$ cat src/rtl/ssra_pkg.sv
package ssra_pkg;

	// ==========================================================
	// register indices (7-bit register address space)
	localparam logic [6:0] SSRA_ADR_IDENTITY  = 7'h0F;
	localparam logic [6:0] SSRA_ADR_CTRL1     = 7'h20;
	localparam logic [6:0] SSRA_ADR_CTRL2     = 7'h21;
	localparam logic [6:0] SSRA_ADR_INT_PIN   = 7'h22;
	localparam logic [6:0] SSRA_ADR_INT_CFG   = 7'h23;
	localparam logic [6:0] SSRA_ADR_INT_CAUSE = 7'h24;
	localparam logic [6:0] SSRA_ADR_UV_THS    = 7'h25;
	localparam logic [6:0] SSRA_ADR_STATUS    = 7'h27;
	localparam logic [6:0] SSRA_ADR_UV_OUT    = 7'h28;

	// ==========================================================
	// reset values and implemented-bit masks
	localparam logic [7:0] SSRA_RST_REG       = 8'h00;
	localparam logic [7:0] SSRA_MSK_CTRL1     = 8'h03;
	localparam logic [7:0] SSRA_MSK_CTRL2     = 8'h99;
	localparam logic [7:0] SSRA_MSK_INT_PIN   = 8'hC3;
	localparam logic [7:0] SSRA_MSK_INT_CFG   = 8'h0F;
	localparam logic [7:0] SSRA_MSK_INT_CAUSE = 8'h07;

	// ==========================================================
	// field positions in control_second
	localparam int SSRA_BIT_BOOT      = 7;
	localparam int SSRA_BIT_TWO_WIRE_DISABLE = 4;
	localparam int SSRA_BIT_THREE_WIRE_SELECT = 3;
	localparam int SSRA_BIT_ONE_SHOT  = 0;

	// ==========================================================
	// link constants
	localparam logic [6:0] SSRA_I2C_SLAVE_ADDR = 7'h47;
	localparam logic [3:0] SSRA_BYTE_BITS      = 4'h8;

	// ==========================================================
	// types
	typedef struct packed {
		logic       en;
		logic [6:0] addr;
		logic [7:0] data;
	} ssra_wr_s;

	typedef enum logic [2:0] {
		I2C_IDLE,
		I2C_ADDR,
		I2C_SUB,
		I2C_WR,
		I2C_RD,
		I2C_WAIT
	} ssra_i2c_state_e;

endpackage : ssra_pkg

$ cat src/rtl/ssra_core.sv
`timescale 1ns/1ps
`default_nettype none

module ssra_core
	import ssra_pkg::*;
#(
	parameter logic [7:0] IDENTITY = 8'h5A  // arbitrary identity value
) (
	input  wire logic       i_sys_clk,
	input  wire logic       i_arst_n,
	input  wire logic       i_scl,
	output logic            o_scl_oe,
	input  wire logic       i_sda,
	output logic            o_sda_oe,
	input  wire logic       i_cs_n,
	input  wire logic       i_serial_port_clock,
	input  wire logic       i_serial_in_line,
	output logic            o_serial_in_line,
	output logic            o_serial_in_line_oe,
	output logic            o_serial_out_line,
	output logic            o_serial_out_line_oe,
	input  wire logic [7:0] i_int_cause,
	input  wire logic [7:0] i_status,
	input  wire logic [7:0] i_uv_index,
	input  wire logic       i_boot_done,
	input  wire logic       i_one_shot_done,
	output logic      [7:0] o_ctrl1,
	output logic      [7:0] o_ctrl2,
	output logic      [7:0] o_int_pin,
	output logic      [7:0] o_int_cfg,
	output logic      [7:0] o_uv_threshold,
	output logic            o_boot_req
);

	// ==========================================================
	// pin synchronisers
	logic scl_s, sda_s, cs_n_s, spc_s, sdi_s;
	logic scl_d_r, sda_d_r, spc_d_r;

	ssra_sync #(.WIDTH(5), .RST_VAL(5'h1F)) u_sync (
		.i_sys_clk (i_sys_clk),
		.i_arst_n  (i_arst_n),
		.i_async   ({i_scl, i_sda, i_cs_n, i_serial_port_clock, i_serial_in_line}),
		.o_sync    ({scl_s, sda_s, cs_n_s, spc_s, sdi_s})
	);

	// delayed copies for edge detection
	always_ff @(posedge i_sys_clk or negedge i_arst_n) begin
		if (!i_arst_n) begin
			scl_d_r <= 1'b1;
			sda_d_r <= 1'b1;
			spc_d_r <= 1'b1;
		end else begin
			scl_d_r <= scl_s;
			sda_d_r <= sda_s;
			spc_d_r <= spc_s;
		end
	end

	logic spc_rise, spc_fall, scl_rise, scl_fall, i2c_start, i2c_stop;
	assign spc_rise  = spc_s & ~spc_d_r;
	assign spc_fall  = ~spc_s & spc_d_r;
	assign scl_rise  = scl_s & ~scl_d_r;
	assign scl_fall  = ~scl_s & scl_d_r;
	assign i2c_start = scl_s & scl_d_r & ~sda_s & sda_d_r;
	assign i2c_stop  = scl_s & scl_d_r & sda_s & ~sda_d_r;

	// ==========================================================
	// register file
	logic [7:0] ctrl1_r, ctrl2_r, int_pin_r, int_cfg_r, ths_r;
	logic [7:0] ctrl1_nxt, ctrl2_nxt, int_pin_nxt, int_cfg_nxt, ths_nxt;
	logic       boot_pend_r, boot_pend_nxt;
	ssra_wr_s   wr, spi_wr, i2c_wr;

	// read decode shared by both links; unmapped and reserved read zero
	function automatic logic [7:0] rd_byte(input logic [6:0] a);
		case (a)
			SSRA_ADR_IDENTITY:  rd_byte = IDENTITY;
			SSRA_ADR_CTRL1:     rd_byte = ctrl1_r;
			SSRA_ADR_CTRL2:     rd_byte = ctrl2_r;
			SSRA_ADR_INT_PIN:   rd_byte = int_pin_r;
			SSRA_ADR_INT_CFG:   rd_byte = int_cfg_r;
			SSRA_ADR_INT_CAUSE: rd_byte = i_int_cause & SSRA_MSK_INT_CAUSE;
			SSRA_ADR_UV_THS:    rd_byte = ths_r;
			SSRA_ADR_STATUS:    rd_byte = i_status;
			SSRA_ADR_UV_OUT:    rd_byte = i_uv_index;
			default:            rd_byte = 8'h00;
		endcase
	endfunction : rd_byte

	// the links never overlap in practice; spi takes the port if both write
	assign wr = spi_wr.en ? spi_wr : i2c_wr;

	// writes land in writable bits only; read-only addresses drop the write
	always_comb begin
		ctrl1_nxt     = ctrl1_r;
		ctrl2_nxt     = ctrl2_r;
		int_pin_nxt   = int_pin_r;
		int_cfg_nxt   = int_cfg_r;
		ths_nxt       = ths_r;
		boot_pend_nxt = boot_pend_r & ~i_boot_done;
		// self-clearing bits drop when the measurement side reports done
		if (i_boot_done)
			ctrl2_nxt[SSRA_BIT_BOOT] = 1'b0;
		if (i_one_shot_done)
			ctrl2_nxt[SSRA_BIT_ONE_SHOT] = 1'b0;
		if (wr.en) begin
			case (wr.addr)
				SSRA_ADR_CTRL1:   ctrl1_nxt   = wr.data & SSRA_MSK_CTRL1;
				SSRA_ADR_CTRL2:   ctrl2_nxt   = wr.data & SSRA_MSK_CTRL2; // write wins over self-clear
				SSRA_ADR_INT_PIN: int_pin_nxt = wr.data & SSRA_MSK_INT_PIN;
				SSRA_ADR_INT_CFG: int_cfg_nxt = wr.data & SSRA_MSK_INT_CFG;
				SSRA_ADR_UV_THS:  ths_nxt     = wr.data;
				default: ;
			endcase
		end
	end

	// boot pending from reset so calibration reloads at power-up
	always_ff @(posedge i_sys_clk or negedge i_arst_n) begin
		if (!i_arst_n) begin
			ctrl1_r     <= SSRA_RST_REG;
			ctrl2_r     <= SSRA_RST_REG;
			int_pin_r   <= SSRA_RST_REG;
			int_cfg_r   <= SSRA_RST_REG;
			ths_r       <= SSRA_RST_REG;
			boot_pend_r <= 1'b1;
			o_boot_req  <= 1'b0;
		end else begin
			ctrl1_r     <= ctrl1_nxt;
			ctrl2_r     <= ctrl2_nxt;
			int_pin_r   <= int_pin_nxt;
			int_cfg_r   <= int_cfg_nxt;
			ths_r       <= ths_nxt;
			boot_pend_r <= boot_pend_nxt;
			o_boot_req  <= boot_pend_nxt | ctrl2_nxt[SSRA_BIT_BOOT];
		end
	end

	assign o_ctrl1        = ctrl1_r;
	assign o_ctrl2        = ctrl2_r;
	assign o_int_pin      = int_pin_r;
	assign o_int_cfg      = int_cfg_r;
	assign o_uv_threshold = ths_r;

	// ==========================================================
	// spi slave
	logic       sp_cmd_r, sp_rw_r, sp_inc_r, sp_drv_r, sp_out_r;
	logic       sp_cmd_nxt, sp_rw_nxt, sp_inc_nxt, sp_drv_nxt, sp_out_nxt;
	logic [2:0] sp_cnt_r, sp_cnt_nxt;
	logic [5:0] sp_addr_r, sp_addr_nxt;
	logic [7:0] sp_sh_r, sp_sh_nxt, sp_tx_r, sp_tx_nxt;
	logic [7:0] sp_sh_in, sp_tx_ld;

	assign sp_sh_in = {sp_sh_r[6:0], sdi_s};
	assign sp_tx_ld = rd_byte({1'b0, sp_addr_r});

	// command byte, then data blocks of eight rising edges each
	always_comb begin
		sp_cmd_nxt  = sp_cmd_r;
		sp_rw_nxt   = sp_rw_r;
		sp_inc_nxt  = sp_inc_r;
		sp_drv_nxt  = sp_drv_r;
		sp_out_nxt  = sp_out_r;
		sp_cnt_nxt  = sp_cnt_r;
		sp_addr_nxt = sp_addr_r;
		sp_sh_nxt   = sp_sh_r;
		sp_tx_nxt   = sp_tx_r;
		spi_wr      = '0;
		if (cs_n_s) begin
			// idle: line released once the synchronised select reads high
			sp_cmd_nxt = 1'b0;
			sp_cnt_nxt = 3'h0;
			sp_drv_nxt = 1'b0;
		end else if (spc_rise) begin
			sp_sh_nxt  = sp_sh_in;
			sp_cnt_nxt = sp_cnt_r + 3'h1;
			if (sp_cnt_r == 3'h7) begin
				if (!sp_cmd_r) begin
					sp_cmd_nxt  = 1'b1;
					sp_rw_nxt   = sp_sh_in[7];
					sp_inc_nxt  = sp_sh_in[6];
					sp_addr_nxt = sp_sh_in[5:0];
				end else begin
					spi_wr.en   = ~sp_rw_r;
					spi_wr.addr = {1'b0, sp_addr_r};
					spi_wr.data = sp_sh_in;
					sp_addr_nxt = sp_addr_r + {5'h00, sp_inc_r};
				end
			end
		end else if (spc_fall && sp_cmd_r && sp_rw_r) begin
			// first fall of a block loads the byte, later falls shift it out
			if (sp_cnt_r == 3'h0) begin
				sp_out_nxt = sp_tx_ld[7];
				sp_tx_nxt  = {sp_tx_ld[6:0], 1'b0};
				sp_drv_nxt = 1'b1;
			end else begin
				sp_out_nxt = sp_tx_r[7];
				sp_tx_nxt  = {sp_tx_r[6:0], 1'b0};
			end
		end
	end

	always_ff @(posedge i_sys_clk or negedge i_arst_n) begin
		if (!i_arst_n) begin
			sp_cmd_r  <= 1'b0;
			sp_rw_r   <= 1'b0;
			sp_inc_r  <= 1'b0;
			sp_drv_r  <= 1'b0;
			sp_out_r  <= 1'b0;
			sp_cnt_r  <= 3'h0;
			sp_addr_r <= 6'h00;
			sp_sh_r   <= 8'h00;
			sp_tx_r   <= 8'h00;
			o_serial_out_line    <= 1'b0;
			o_serial_out_line_oe <= 1'b0;
			o_serial_in_line     <= 1'b0;
			o_serial_in_line_oe  <= 1'b0;
		end else begin
			sp_cmd_r  <= sp_cmd_nxt;
			sp_rw_r   <= sp_rw_nxt;
			sp_inc_r  <= sp_inc_nxt;
			sp_drv_r  <= sp_drv_nxt;
			sp_out_r  <= sp_out_nxt;
			sp_cnt_r  <= sp_cnt_nxt;
			sp_addr_r <= sp_addr_nxt;
			sp_sh_r   <= sp_sh_nxt;
			sp_tx_r   <= sp_tx_nxt;
			// mode bit steers read data to the output or the shared input line
			o_serial_out_line    <= sp_out_nxt;
			o_serial_out_line_oe <= sp_drv_nxt & ~ctrl2_r[SSRA_BIT_THREE_WIRE_SELECT];
			o_serial_in_line     <= sp_out_nxt;
			o_serial_in_line_oe  <= sp_drv_nxt & ctrl2_r[SSRA_BIT_THREE_WIRE_SELECT];
		end
	end

	// ==========================================================
	// i2c slave
	ssra_i2c_state_e i_st_r, i_st_nxt;
	logic [3:0] i_bc_r, i_bc_nxt;
	logic [7:0] i_sh_r, i_sh_nxt, i_ld;
	logic [6:0] i_ptr_r, i_ptr_nxt;
	logic       i_ack_r, i_ack_nxt, i_rw_r, i_rw_nxt, i_inc_r, i_inc_nxt;
	logic       i_mack_r, i_mack_nxt, i_oe_nxt;

	assign i_ld = rd_byte(i_ptr_r);

	// bc counts data bits; ack_r marks the ninth clock of a byte
	always_comb begin
		i_st_nxt   = i_st_r;
		i_bc_nxt   = i_bc_r;
		i_sh_nxt   = i_sh_r;
		i_ptr_nxt  = i_ptr_r;
		i_ack_nxt  = i_ack_r;
		i_rw_nxt   = i_rw_r;
		i_inc_nxt  = i_inc_r;
		i_mack_nxt = i_mack_r;
		i_oe_nxt   = o_sda_oe;
		i2c_wr     = '0;
		if (ctrl2_r[SSRA_BIT_TWO_WIRE_DISABLE] || i2c_stop) begin
			i_st_nxt = I2C_IDLE;
			i_oe_nxt = 1'b0;
			i_ack_nxt = 1'b0;
		end else if (i2c_start) begin
			// repeated start keeps the pointer for the read phase
			i_st_nxt  = I2C_ADDR;
			i_bc_nxt  = 4'h0;
			i_ack_nxt = 1'b0;
			i_oe_nxt  = 1'b0;
		end else if (i_st_r == I2C_IDLE || i_st_r == I2C_WAIT) begin
			i_oe_nxt = 1'b0;
		end else if (scl_rise) begin
			if (i_bc_r < SSRA_BYTE_BITS) begin
				if (i_st_r != I2C_RD)
					i_sh_nxt = {i_sh_r[6:0], sda_s};
				i_bc_nxt = i_bc_r + 4'h1;
			end else if (i_ack_r && i_st_r == I2C_RD)
				i_mack_nxt = ~sda_s;
		end else if (scl_fall) begin
			if (i_bc_r < SSRA_BYTE_BITS) begin
				if (i_st_r == I2C_RD && i_bc_r != 4'h0) begin
					i_oe_nxt = ~i_sh_r[6];
					i_sh_nxt = {i_sh_r[6:0], 1'b0};
				end
			end else if (!i_ack_r) begin
				i_ack_nxt = 1'b1;
				case (i_st_r)
					I2C_ADDR: begin
						if (i_sh_r[7:1] == SSRA_I2C_SLAVE_ADDR) begin
							i_oe_nxt = 1'b1;
							i_rw_nxt = i_sh_r[0];
						end else begin
							i_oe_nxt = 1'b0;
							i_st_nxt = I2C_WAIT;
						end
					end
					I2C_SUB: begin
						i_oe_nxt  = 1'b1;
						i_ptr_nxt = i_sh_r[6:0];
						i_inc_nxt = i_sh_r[7];
					end
					I2C_WR: begin
						i_oe_nxt    = 1'b1;
						i2c_wr.en   = 1'b1;
						i2c_wr.addr = i_ptr_r;
						i2c_wr.data = i_sh_r;
					end
					default: begin
						// master answers the read byte
						i_oe_nxt  = 1'b0;
						i_ptr_nxt = i_ptr_r + {6'h00, i_inc_r};
					end
				endcase
			end else begin
				i_ack_nxt = 1'b0;
				i_bc_nxt  = 4'h0;
				i_oe_nxt  = 1'b0;
				case (i_st_r)
					I2C_ADDR: begin
						if (i_rw_r) begin
							i_st_nxt = I2C_RD;
							i_sh_nxt = i_ld;
							i_oe_nxt = ~i_ld[7];
						end else
							i_st_nxt = I2C_SUB;
					end
					I2C_SUB: i_st_nxt = I2C_WR;
					I2C_WR:  i_ptr_nxt = i_ptr_r + {6'h00, i_inc_r};
					default: begin
						if (i_mack_r) begin
							i_sh_nxt = i_ld;
							i_oe_nxt = ~i_ld[7];
						end else
							i_st_nxt = I2C_WAIT;
					end
				endcase
			end
		end
	end

	// no clock stretching: register access completes within one cycle
	always_ff @(posedge i_sys_clk or negedge i_arst_n) begin
		if (!i_arst_n) begin
			i_st_r   <= I2C_IDLE;
			i_bc_r   <= 4'h0;
			i_sh_r   <= 8'h00;
			i_ptr_r  <= 7'h00;
			i_ack_r  <= 1'b0;
			i_rw_r   <= 1'b0;
			i_inc_r  <= 1'b0;
			i_mack_r <= 1'b0;
			o_sda_oe <= 1'b0;
			o_scl_oe <= 1'b0;
		end else begin
			i_st_r   <= i_st_nxt;
			i_bc_r   <= i_bc_nxt;
			i_sh_r   <= i_sh_nxt;
			i_ptr_r  <= i_ptr_nxt;
			i_ack_r  <= i_ack_nxt;
			i_rw_r   <= i_rw_nxt;
			i_inc_r  <= i_inc_nxt;
			i_mack_r <= i_mack_nxt;
			o_sda_oe <= i_oe_nxt;
			o_scl_oe <= 1'b0;
		end
	end

endmodule : ssra_core

`default_nettype wire

$ cat src/rtl/ssra_sync.sv
`timescale 1ns/1ps
`default_nettype none

// ==========================================================
// two-flop synchroniser for pins from the link side
module ssra_sync #(
	parameter int WIDTH = 1,
	parameter logic [WIDTH-1:0] RST_VAL = '1
) (
	input  wire logic             i_sys_clk,
	input  wire logic             i_arst_n,
	input  wire logic [WIDTH-1:0] i_async,
	output logic      [WIDTH-1:0] o_sync
);

	logic [WIDTH-1:0] meta_r;

	// first stage only feeds the second stage
	always_ff @(posedge i_sys_clk or negedge i_arst_n) begin
		if (!i_arst_n) begin
			meta_r <= RST_VAL;
			o_sync <= RST_VAL;
		end else begin
			meta_r <= i_async;
			o_sync <= meta_r;
		end
	end

endmodule : ssra_sync

`default_nettype wire
$ cat config.mk
export PLATFORM = sky130hd
export DESIGN_NAME = ssra_core
export DESIGN_NICKNAME = d
export VERILOG_FILES = /design/src/rtl/ssra_pkg.sv /design/src/rtl/ssra_core.sv /design/src/rtl/ssra_sync.sv
export SDC_FILE = /design/constraint.sdc
export NUM_CORES = 1
export LEC_CHECK = 0
export ABC_AREA = 1
export BUFFER_PORTS_ARGS = -buffer_cell sky130_fd_sc_hd__buf_4
export CORE_ASPECT_RATIO = 0.6
export CORE_UTILIZATION = 53
export DETAILED_ROUTE_END_ITERATION = 8
export GPL_ROUTABILITY_DRIVEN = 0
export PLACE_DENSITY = 0.78
export SYNTH_ARGS = -nofsm -noshare
export SYNTH_HDL_FRONTEND = slang
export SYNTH_SLANG_ARGS = --single-unit
$ cat constraint.sdc
create_clock -name i_sys_clk -period 2.2 [get_ports i_sys_clk]
set_clock_uncertainty 0.1 [all_clocks]
set_input_delay 0.44 -clock i_sys_clk [delete_from_list [all_inputs] [get_ports i_sys_clk]]
set_output_delay 0.44 -clock i_sys_clk [all_outputs]
set_load 0.02 [all_outputs]
==> reports/results.ini <==
[outcome]
outcome=complete, but fails checks
violations=setup timing

[drt]
dr.max_layer_used=met4
via_per_inst=6.01
vias=6175
first_iter_violations=1099
drc_errors=0
wl_per_cell_um=18.3
wl_met2_mm=7.67
route.met3.wl_mm=2.96
ant_nets=0
drt-met1-wl_mm=7.63
dr.pass1.iters=7
drt_wl_total_mm=18.9

[critical_path]
start_kind=flop
max_stage_delay_ps=550
crit_chain=inv_2 > ha_4 > inv_4 > nand2_2 > inv_2 > nand2_4 > nor2_4 > nand3_4 > buf_6 > o21bai_4 > nor2_4 > buf_12 > buf_6 > nand3_1 > nand2_1
r2r_setup_slack_ps=-170
cp_max_fo=6
cp.arrival_ps=2520
r2r_cells=15
crit_start=scl_d_r
cp-end-kind=flop
slowest_stage=dfstp_2
required_ps=2350
r2r-end=o_uv_threshold[4]
timing.rr.start=scl_d_r
critical_path.top_delay_family=buffers and inverters
worst-path-buf-inv=6
setup.worst_path.end=o_uv_threshold[4]
path_depth=15
criticalPathCategory=flop to flop

[timing]
holdWs_ps=86.3
hold_viol=0
fmax_mhz=421
setup_viol=23
slew_violations=0
tns_ps=-2380
period_needed_ps=2370
slew_headroom_pct=62.1
rsz0062_at_grt=yes
tightest_slew_ps=566
worst_slack_ps=-173
timing.final.crit_share_pct=108

[worst_hold_path]
hold_path.class=input pin to flop
whs_path_depth=1

[yosys]
async_flop_share_pct=100
synth-main-ff-cell=dfrtp_1
synth_cells=783
ys_seq_area_share_pct=41.6
yosys-top-cells-area=dfrtp_1 35%, nand2_1 14%, inv_1 7.1%, dfstp_2 6.5%, nand3_1 5.5%
ys_types=43
ys_warn_count=0
synth_top_area_cell=dfrtp_1
yosysTopAreaCellShare_pct=35.1
synth_area_um2=5700
synth_seq_cells=94
synth_enable_flop_cells=0
syn_area_per_cell_um2=7.27

[power_and_ir_drop]
finalPower_mw=4.20
p_sw_share_pct=31.6
pwr-share-comb_pct=15.1
p_int_mw=2.88
p_per_area_nw_per_um2=587
vdd.ir_drop.worst_mv=0.373
power.leakage_nw=3.51
pwr-share-clk_pct=37.4
seqPwrFrac_pct=47.5
power.switching_mw=1.33

[global_route]
grt_max_degree=36
grt_usage_pct=33.7
grt.overflow.total=0
grt_antenna_before_repair=0
grt_pass1_wl_mm=28.3
grt_pass1_vias=5563

[placed_design]
io_buffers=55
hpwl_mm=13.3

[die]
row_count=28
die_w_um=136
dieArea_um2=11200
initial_core_util_pct=56.1
io_pins=80
fp.coreArea_um2=10200
die_h_um=82.3

[clock_network]
cts.sinks=94
cts-root-buf=clkbuf_16
clk_pin_slew_ps=80
clk_latency_ps=350
cts_buffer_depth=2
cts_made_buffers=9
h-tree-depth=3
cts_tree=yes

[final_layout]
fin_nets=933
seq_area_um2=2370
antenna_cells=0
area_growth_pct=25.7
drive_gt1_share_pct=23.0
multiInputGateArea_um2=3020
fillers=758
post-route-util_pct=70.5

[run]
drv_cap=0

## how the worst min path moves through the flow
stage	startpoint	slack, ps	end
3_5_place_dp	u_sync.meta_r[4]	250	u_sync.o_sync[4]
6_report	i_serial_in_line	90	u_sync.meta_r[0]
5_1_grt	i_serial_in_line	80	u_sync.meta_r[0]
2_1_floorplan	i_arst_n	40	i_ack_r
3_3_place_gp	u_sync.meta_r[4]	250	u_sync.o_sync[4]
4_1_cts	i_serial_in_line	90	u_sync.meta_r[0]
## power by group through the flow
stage / Sequential, mW / Combinational [mW] / Clock (mW)
2_1_floorplan: 1.97 / 0.359 / 0
3_3_place_gp: 2.01 / 0.553 / 0
3_5_place_dp: 2.02 / 0.575 / 0
4_1_cts: 1.98 / 0.584 / 1.57
5_1_grt: 2.01 / 0.692 / 1.64
6_report: 1.99 / 0.635 / 1.57
## layout make-up
class / instances / area share [%]
multi-input combinational: 568 / 42.2
sequential: 94 / 33.1
timing repair buffer: 105 / 12.3
inverter: 110 / 5.87
clock buffer: 9 / 3.15
tap: 135 / 2.36
clock inverter: 7 / 1.03
## per-layer routing
layer	global-route usage (%)	vias up
met5	0	-
met4	10.9	0
met3	11.7	89
met2	49.0	516
met1	46.9	2867
li1	-	2703
## metrics by stage
step	cell area [µm²]	std cells	setup slack [ps]
6_report	7160	1028	-173
3_3_place_gp	6410	993	-2.20
3_5_place_dp	6410	993	-106
5_1_grt	7160	1028	-248
2_1_floorplan	5760	801	42.9
4_1_cts	6880	1020	-24.6
## placed cells by master, fill, tap and decap left out, drive strengths merged, types with 3 or more instances in the layout
master and instances:
inv 113, dfrtp 80, a21oi 39, nor3 9
a21boi 6, xor2 6, dfstp 14, nor2 85
o21ai 61, ha 12, o22ai 3, buf 104
clkbuf 9, o211ai 8, clkinv 4, nand4 11
nand3b 3, a31oi 5, o221ai 4, nand3 64
conb 19, nand2 221
## worst register-to-register path, cell delays in order (launching register included)
cell      delay, ps
dfstp_2         550
inv_2            50
ha_4            160
inv_4            50
nand2_2          50
inv_2            90
nand2_4          70
nor2_4          130
nand3_4         140
buf_6           160
o21bai_4        190
nor2_4           80
buf_12          160
buf_6           140
nand3_1          90
nand2_1          70
## what timing repair did
action,4_1_cts,5_1_grt
pin swaps,6,19
hold buffers,1,0
buffers inserted,10,9
cloned,1,0
endpoints found under the setup margin,23,36
resized for setup,21,59
hold endpoints to repair,22,0
## sequential cells by signal (all words and copies together), names as in the netlist, 2 cells and up
signal	cells
i_sh_r	8
o_uv_threshold	8
i_ptr_r	7
sp_sh_r	7
sp_tx_r	7
sp_addr_r	6
u_sync.meta_r	5
u_sync.o_sync	5
i_bc_r	4
o_ctrl2	4
o_int_cfg	4
o_int_pin	4
i_st_r	3
sp_cnt_r	3
o_ctrl1	2
## cells by family after synthesis
kind of cell	after synthesis	share of synthesized area (%)
and+or+nand+nor	397	30.2
AOI/OAI and AO/OA	133	13.6
adders and majority gates	12	2.64
DFF	94	41.6
xor gates and xnor gates	6	0.923
other	1	0.0658
buffers and inverters	140	11.0
## cells in the mapped netlist (3+ instances only)
library cell and instances:
nor2_4 6, a31oi_1 5, o21ai_0 57, clkbuf_1 5, o21ai_2 3, dfrtp_1 80, nand3_1 63, nor3_1 8
buf_4 22, nor2_2 3, nand4_1 10, dfstp_2 14, o221ai_1 4, nand3b_1 3, a21oi_1 39, nand2_2 6
xor2_1 6, o211ai_1 8, nor2_1 76, a21boi_0 6, ha_1 12, inv_1 107, nand2_1 214
Note: power is estimated with default switching activity, not from simulation.
